## config.mk

```make
export PLATFORM = sky130hd
export DESIGN_NAME = intc_cmd_status
export DESIGN_NICKNAME = d
export VERILOG_FILES = /design/src/core/intc_pkg.sv /design/src/core/intc_cmd_status.sv
export SDC_FILE = /design/constraint.sdc
export NUM_CORES = 1
export LEC_CHECK = 0
export BUFFER_PORTS_ARGS = -buffer_cell sky130_fd_sc_hd__buf_4
export CELL_PAD_IN_SITES_DETAIL_PLACEMENT = 0
export CELL_PAD_IN_SITES_GLOBAL_PLACEMENT = 1
export CORE_MARGIN = 3
export CORE_UTILIZATION = 48
export DETAILED_ROUTE_END_ITERATION = 16
export GPL_ROUTABILITY_DRIVEN = 1
export PLACE_DENSITY = 0.95
export SETUP_SLACK_MARGIN = 0.1
export SYNTH_ARGS = -nofsm -noshare
export SYNTH_HDL_FRONTEND = slang
export SYNTH_SLANG_ARGS = --single-unit
export TNS_END_PERCENT = 50
```

## constraint.sdc

```tcl
create_clock -name hclk -period 4.8 [get_ports hclk]
set_clock_uncertainty 0.05 [all_clocks]
set_input_delay 0.48 -clock hclk [delete_from_list [all_inputs] [get_ports hclk]]
set_output_delay 0.48 -clock hclk [all_outputs]
set_load 0.1 [all_outputs]
```

## src/core/intc_pkg.sv

```systemverilog
// Purpose: Constants and types for the interrupt command/status block
// Assumes: 32-bit AHB-Lite data, one word per register
// Notes:   Offsets are full byte addresses
package intc_pkg;

   localparam logic [31:0] OFS_NVEC  = 32'hFFFFF100;
   localparam logic [31:0] OFS_FVEC  = 32'hFFFFF104;
   localparam logic [31:0] OFS_PEND  = 32'hFFFFF10C;
   localparam logic [31:0] OFS_ENAB  = 32'hFFFFF110;
   localparam logic [31:0] OFS_LINE  = 32'hFFFFF114;
   localparam logic [31:0] OFS_ENCMD = 32'hFFFFF120;
   localparam logic [31:0] OFS_DISCMD = 32'hFFFFF124;
   localparam logic [31:0] OFS_CLRCMD = 32'hFFFFF128;
   localparam logic [31:0] OFS_SETCMD = 32'hFFFFF12C;
   localparam logic [31:0] OFS_EOI   = 32'hFFFFF130;
   localparam logic [31:0] OFS_SPU   = 32'hFFFFF134;
   localparam logic [31:0] OFS_DBG   = 32'hFFFFF138;
   localparam logic [31:0] OFS_FFEN  = 32'hFFFFF140;
   localparam logic [31:0] OFS_FFDIS = 32'hFFFFF144;
   localparam logic [31:0] OFS_FFST  = 32'hFFFFF148;

   localparam int          DBG_PROTECTION_MODE_BIT_BIT  = 0;
   localparam int          DBG_GLOBAL_LINE_MASK_BIT  = 1;
   localparam int          LINE_FAST_BIT = 0;
   localparam int          LINE_NORM_BIT = 1;
   localparam int          FAST_SRC_BIT  = 0;
   localparam logic [31:0] FF_MASK       = 32'hFFFFFFFE;
   localparam logic [31:0] RST_WORD      = 32'h00000000;
   localparam logic [4:0]  RST_ID        = 5'h00;
   localparam logic [1:0]  HTRANS_NONSEQ = 2'h2;

   typedef struct packed {
      logic        valid;
      logic        write;
      logic [31:0] addr;
   } dphase_s;

   typedef struct packed {
      logic [31:0] enabled;
      logic [31:0] pending;
      logic [31:0] ffs;
      logic [31:0] spu;
      logic        protection_mode_bit;
      logic        global_line_mask;
      logic        in_service;
      logic [4:0]  cur_id;
      logic        fast_n;
      logic        norm_n;
      logic [31:0] rdata;
      logic        ready;
      dphase_s     dp;
   } state_s;

endpackage

```

## src/core/intc_cmd_status.sv

```systemverilog
// Purpose: Command and status registers of a vectored interrupt unit
// Assumes: Sources are level inputs on hclk; AHB-Lite single slave
// Notes:   Reads take one wait state; writes take none
// Contract
// - Pending register: bit 0 fast, bit 1 system, bits 2-31 peripherals
// - Enabled status reads 1 for each enabled source, same layout
// - Line status bit 0 reads 1 while fast request line is active
// - Line status bit 1 reads 1 while normal request line is active
// - Enable command: ones enable sources, zeros leave them alone
// - Disable command: ones disable sources, zeros leave them alone
// - Clear command: ones clear the pending state of sources
// - Set command: ones force sources pending, zeros do nothing
// - Any write to end-of-service ends the current treatment
// - Spurious vector holds 32 bits, returned by spurious vector reads
// - Debug bit 0 selects protection mode, readable and writable
// - Debug bit 1 set holds both request lines inactive
// - Fast force enable: ones enable forcing for bits 1-31, bit 0 none
// - Fast force disable clears forcing; status shows enabled sources
// - Normal vector read with nothing current returns spurious vector
//
// Our own choice: the AHB-Lite interface to the registers.
`timescale 1ns/1ps
module intc_cmd_status
(
   input  wire logic        hclk,                  // System clock
   input  wire logic        hresetn,               // Async reset, active low
   input  wire logic        hsel,                  // Slave select
   input  wire logic [31:0] haddr,                 // Byte address
   input  wire logic [1:0]  htrans,                // Transfer type
   input  wire logic        hwrite,                // Write when high
   input  wire logic [2:0]  hsize,                 // Transfer size
   input  wire logic [31:0] hwdata,                // Write data
   input  wire logic        hready,                // Bus ready
   input  wire logic [31:0] src_level,             // Source requests, high active
   output logic      [31:0] hrdata,                // Read data
   output logic             hreadyout,             // Slave ready
   output logic             hresp,                 // Always OKAY
   output logic             fast_request_line_n,   // Fast request, low active
   output logic             normal_request_line_n  // Normal request, low active
);

   intc_pkg::state_s s;
   intc_pkg::state_s next_s;

   // Lowest-numbered set bit of a request vector
   function automatic logic [4:0] lowest_id(input logic [31:0] v);
      logic [4:0] id;
      id = 5'h00;
      for (int i = 31; i >= 0; i--)
      begin
         if (v[i])
         begin
            id = 5'(i);
         end
      end
      return id;
   endfunction

   // Read data phase aimed at one register
   function automatic logic rd_hit(input intc_pkg::dphase_s dp, input logic [31:0] a);
      return dp.valid && !dp.write && dp.addr == a;
   endfunction

   // Write data phase aimed at one register
   function automatic logic wr_hit(input intc_pkg::dphase_s dp, input logic [31:0] a);
      return dp.valid && dp.write && dp.addr == a;
   endfunction

   // Vector word for a source number
   function automatic logic [31:0] vec_word(input logic [4:0] id);
      return {27'h0, id};
   endfunction

   logic        wr;
   logic        addr_ok;
   logic [31:0] masked;
   logic [31:0] norm_req_v;
   logic        norm_req;
   logic        fast_req;
   logic        line_fast;
   logic        line_norm;
   logic [31:0] enc;
   logic [31:0] dis;
   logic [31:0] clr;
   logic [31:0] setv;
   logic [31:0] rd_val;
   logic        rd_nvec;

   assign wr      = s.dp.valid && s.dp.write;
   assign addr_ok = hsel && hready && htrans == intc_pkg::HTRANS_NONSEQ;
   assign masked  = s.pending & s.enabled;
   assign norm_req_v = masked & ~s.ffs & intc_pkg::FF_MASK;
   assign norm_req = |norm_req_v && !s.in_service;
   assign fast_req = masked[intc_pkg::FAST_SRC_BIT]
                     || |(masked & s.ffs & intc_pkg::FF_MASK);
   assign line_fast = fast_req && !s.global_line_mask;
   assign line_norm = norm_req && !s.global_line_mask;

   always_comb
   begin
      next_s = s;
      enc  = (wr && s.dp.addr == intc_pkg::OFS_ENCMD)  ? hwdata : intc_pkg::RST_WORD;
      dis  = (wr && s.dp.addr == intc_pkg::OFS_DISCMD) ? hwdata : intc_pkg::RST_WORD;
      clr  = (wr && s.dp.addr == intc_pkg::OFS_CLRCMD) ? hwdata : intc_pkg::RST_WORD;
      setv = (wr && s.dp.addr == intc_pkg::OFS_SETCMD) ? hwdata : intc_pkg::RST_WORD;
      rd_val  = intc_pkg::RST_WORD;
      rd_nvec = 1'b0;

      next_s.enabled = (s.enabled | enc) & ~dis;
      // Source level and set command win over a clear
      next_s.pending = (s.pending & ~clr) | src_level | setv;

      if (wr)
      begin
         unique case (s.dp.addr)
            intc_pkg::OFS_EOI:
            begin
               next_s.in_service = 1'b0;
            end
            intc_pkg::OFS_SPU:
            begin
               next_s.spu = hwdata;
            end
            intc_pkg::OFS_DBG:
            begin
               next_s.protection_mode_bit = hwdata[intc_pkg::DBG_PROTECTION_MODE_BIT_BIT];
               next_s.global_line_mask = hwdata[intc_pkg::DBG_GLOBAL_LINE_MASK_BIT];
            end
            intc_pkg::OFS_FFEN:
            begin
               next_s.ffs = s.ffs | (hwdata & intc_pkg::FF_MASK);
            end
            intc_pkg::OFS_FFDIS:
            begin
               next_s.ffs = s.ffs & ~hwdata;
            end
            intc_pkg::OFS_NVEC:
            begin
               // In protection mode the debugger's write commits the entry
               rd_nvec = s.protection_mode_bit;
            end
            default:
            begin
               next_s.ffs = s.ffs;
            end
         endcase
      end

      if (s.dp.valid && !s.dp.write)
      begin
         unique case (s.dp.addr)
            intc_pkg::OFS_NVEC:
            begin
               rd_val  = norm_req ? vec_word(lowest_id(norm_req_v))
                                  : s.spu;
               rd_nvec = !s.protection_mode_bit;
            end
            intc_pkg::OFS_FVEC:
            begin
               rd_val = fast_req ? vec_word(lowest_id(masked & (s.ffs | 32'h00000001)))
                                 : s.spu;
            end
            intc_pkg::OFS_PEND:   rd_val = s.pending;
            intc_pkg::OFS_ENAB:   rd_val = s.enabled;
            intc_pkg::OFS_LINE:
            begin
               rd_val[intc_pkg::LINE_FAST_BIT] = !s.fast_n;
               rd_val[intc_pkg::LINE_NORM_BIT] = !s.norm_n;
            end
            intc_pkg::OFS_SPU:    rd_val = s.spu;
            intc_pkg::OFS_DBG:
            begin
               rd_val[intc_pkg::DBG_PROTECTION_MODE_BIT_BIT] = s.protection_mode_bit;
               rd_val[intc_pkg::DBG_GLOBAL_LINE_MASK_BIT] = s.global_line_mask;
            end
            intc_pkg::OFS_FFST:   rd_val = s.ffs;
            default:              rd_val = intc_pkg::RST_WORD;
         endcase
      end

      // Reading the vector outside protection mode, or writing it in protection mode, while a source is ready starts its treatment
      if (rd_nvec && norm_req)
      begin
         next_s.in_service = 1'b1;
         next_s.cur_id     = lowest_id(norm_req_v);
      end

      next_s.fast_n = !line_fast;
      next_s.norm_n = !line_norm;

      // Reads take one wait state so read data comes from a flop
      next_s.rdata    = rd_val;
      next_s.ready    = 1'b1;
      next_s.dp.valid = 1'b0;
      if (addr_ok)
      begin
         next_s.dp.valid = 1'b1;
         next_s.dp.write = hwrite;
         next_s.dp.addr  = haddr;
         next_s.ready    = hwrite;
      end
   end

   always_ff @(posedge hclk or negedge hresetn)
   begin
      if (!hresetn)
      begin
         s.enabled    <= intc_pkg::RST_WORD;
         s.pending    <= intc_pkg::RST_WORD;
         s.ffs        <= intc_pkg::RST_WORD;
         s.spu        <= intc_pkg::RST_WORD;
         s.protection_mode_bit       <= 1'b0;
         s.global_line_mask       <= 1'b0;
         s.in_service <= 1'b0;
         s.cur_id     <= intc_pkg::RST_ID;
         s.fast_n     <= 1'b1;
         s.norm_n     <= 1'b1;
         s.rdata      <= intc_pkg::RST_WORD;
         s.ready      <= 1'b1;
         s.dp.valid   <= 1'b0;
         s.dp.write   <= 1'b0;
         s.dp.addr    <= intc_pkg::RST_WORD;
      end
      else
      begin
         s <= next_s;
      end
   end

   assign hrdata                = s.rdata;
   assign hreadyout             = s.ready;
   assign hresp                 = 1'b0;
   assign fast_request_line_n   = s.fast_n;
   assign normal_request_line_n = s.norm_n;
endmodule

```

==> flow_summary.json <==
{
  "outcome": "complete, no violations",
  "max_cap_viol_count": 0,
  "first_global_vias": 8102,
  "finalMaxSlewViolations": 0,
  "drt_first_pass_iters": 7,
  "gr_util_all_layers_pct": 24.0,
  "place_ws_ps": 1420,
  "ys_warn_count": 0,
  "yosysTopAreaCellShare_pct": 50.7,
  "mapped_avg_cell_area_um2": 9.59,
  "power.share.sequential_pct": 51.5,
  "critical_path.startpoint_type": "flip-flop",
  "postSynth.asyncResetShare_pct": 100,
  "grt_antenna_before_repair": 0,
  "yosys_most_used_dff": "sky130_fd_sc_hd__dfrtp_1",
  "power.internal_mw": 2.58,
  "initial_core_util_pct": 49.4,
  "cts_setup_buffers": 0,
  "grt_setup_unrepaired": "false",
  "hpwlAfterDp_mm": 17.2,
  "finalHoldViolations": 0,
  "grt_max_degree": 107,
  "clock_tree.htree_level_count": 4,
  "synth_enable_flop_cells": 0,
  "timing.critical_path.arrival_ps": 3710,
  "post_cts_hold_buffer_count": 0,
  "setup_total_negative_slack_ps": 0,
  "drive_gt1_share_pct": 20.6,
  "detail_route.wirelength_mm": 26.2,
  "power.share.switching_pct": 25.6,
  "power.share.combinational_pct": 5.8,
  "synth.cell_area_mm2": 0.00973,
  "rows": 51,
  "min-delay-path-class": "input port to asynchronous set/reset pin",
  "synth.most_common_cell": "sky130_fd_sc_hd__nand2_1",
  "wire_per_inst_um": 19.0,
  "critPathCaptureType": "flip-flop",
  "gp_routability_congestion": 0.877,
  "maxClockFrequency_mhz": 291,
  "clock_power_share_pct": 42.7,
  "clkSlewWorstSetupHoldPaths_ps": 80,
  "finalCriticalPeriod_ps": 3430,
  "master_cell_of_the_clock_root_buffer": "sky130_fd_sc_hd__clkbuf_16",
  "synth_seq_area_share_pct": 51.5,
  "die_height_um": 148,
  "cts-buffers-inserted": 17,
  "drc": 0,
  "clock_sinks": 200,
  "placed_area_mm2": 0.0108,
  "insertion_delay_ps": 450,
  "die_boundary_width_um": 148,
  "critPathRequiredTime_ps": 5080,
  "syn_to_final_growth_pct": 17.0,
  "synth_top_area_cell": "sky130_fd_sc_hd__dfrtp_1",
  "setup-violations-final": 0,
  "postLayoutCellArea_mm2": 0.0114,
  "drt_iter0_drc": 957,
  "synthTopCellsByArea": "sky130_fd_sc_hd__dfrtp_1, sky130_fd_sc_hd__nand2_1, sky130_fd_sc_hd__a21oi_1",
  "port_buffers": 137,
  "post_cts_resized": 0,
  "antenna_diode_count": 0,
  "grt_pass1_wl_mm": 42.2,
  "max_slew.worst_pin.slew_ps": 1190,
  "min_period_over_period_pct": 71.6,
  "irDropWorstVdd_mv": 0.208,
  "synth.distinct_cells": 68,
  "gr-total-overflow": 0,
  "power.net_switching_uw": 890,
  "path_class": "flip-flop to flip-flop",
  "cts_max_path_buffers": 2,
  "count_of_state_elements_after_synthesis": 200,
  "power-per-cell-area_mw_per_mm2": 305,
  "nNetsFinal": 1208,
  "worst-path-max-fanout": 34,
  "synth_top_cells_by_count": "sky130_fd_sc_hd__nand2_1, sky130_fd_sc_hd__dfrtp_1, sky130_fd_sc_hd__a21oi_1",
  "leakage_nw": 5.04,
  "mappedNetlistNets": 1121,
  "antenna_left": 0,
  "cts_tree": "yes",
  "io_pins": 142,
  "slew_headroom_pct": 20.2,
  "netlist_instances": 1015,
  "via_per_inst": 6.01,
  "fp.coreArea_mm2": 0.0197,
  "finalWorstSetupSlack_ps": 1370,
  "floorplan.die_area_mm2": 0.0220,
  "num_vias": 8300
}
[layout by cell type, fill, tap and decap left out, types with 8 or more instances in the layout]
cell type                     n
sky130_fd_sc_hd__mux2_2      29
sky130_fd_sc_hd__a222oi_1    31
sky130_fd_sc_hd__inv_1        9
sky130_fd_sc_hd__a221o_1     34
sky130_fd_sc_hd__nand4_1     20
sky130_fd_sc_hd__clkbuf_16   17
sky130_fd_sc_hd__dfrtp_1    197
sky130_fd_sc_hd__nand3_1     42
sky130_fd_sc_hd__o21ai_0     53
sky130_fd_sc_hd__nor2_1      16
sky130_fd_sc_hd__nand3b_1    28
sky130_fd_sc_hd__a21oi_1     97
sky130_fd_sc_hd__nand2_1    258
sky130_fd_sc_hd__buf_4      146
sky130_fd_sc_hd__inv_8        8
[critical path: stages, from the launching register on]
cell and delay [ps]:
sky130_fd_sc_hd__dfrtp_1 370, sky130_fd_sc_hd__nand4_1 100, sky130_fd_sc_hd__or4b_4 530, sky130_fd_sc_hd__nor4b_4 470, sky130_fd_sc_hd__nand4_1 340, sky130_fd_sc_hd__nor2_4 1010, sky130_fd_sc_hd__mux2_2 430
[logic make-up after synthesis]
kind of cell / share of synthesized area [%]
simple gates: 21.2
compound gates: 18.4
flops: 51.5
buf+inv: 5.03
mux: 3.70
xor+xnor: 0.180
other cells: 0.0385
[power by group through the flow]
stage | clock network [mW] | logic, mW | registers, mW
after global routing | 1.57 | 0.231 | 1.79
after floorplan | 0 | 0.0840 | 1.79
after global placement | 0 | 0.200 | 1.81
after detailed placement | 0 | 0.204 | 1.82
final | 1.48 | 0.203 | 1.79
after CTS | 1.50 | 0.206 | 1.78
[layer usage]
metal  vias to the layer above  global-route usage (%)  share of wire [%]
met5                         -                       0                  0
met4                         0                    6.10                1.6
met3                        37                    5.24                7.5
met2                       339                    38.7                 48
met1                      4063                    33.5                 43
li1                       3861                       -                  -
[stage by stage]
stage,instances,power (mW),hold slack [ps],utilization (%)
floorplan,1015,1.88,134,-
global placement,1348,2.01,406,54.7
detailed placement,1348,2.02,415,54.7
CTS,1380,3.49,82.4,57.7
global route,1380,3.60,100,57.7
finish,1380,3.47,52.6,57.7
[final timing paths]
check | from | end | slack (ps) | depth (start not counted)
min reg2reg | s[28]$_DFFE_PN0P_ | s[28]$_DFFE_PN0P_ | 430 | 2
min | hresetn | hrdata[25]$_DFF_PN0_ | 50 | 1
max reg2reg | s[23]$_DFFE_PN0P_ | s[93]$_DFFE_PN0P_ | 1370 | 6
max | s[23]$_DFFE_PN0P_ | s[93]$_DFFE_PN0P_ | 1370 | 6
min in group hclk | haddr[16] | s[16]$_DFFE_PN0P_ | 160 | 3
max in group asynchronous | hresetn | s[145]$_DFF_PN0_ | 3590 | 2
[area by class of cell]
cell class	count	area, um^2
timing repair buffer	148	1130
clock inverter	15	179
multi-input combinational	725	4270
clock buffer	17	425
fill	1734	8330
sequential	200	5010
tap	265	332
inverter	10	37.5
Power figures use the tool's default switching activity.
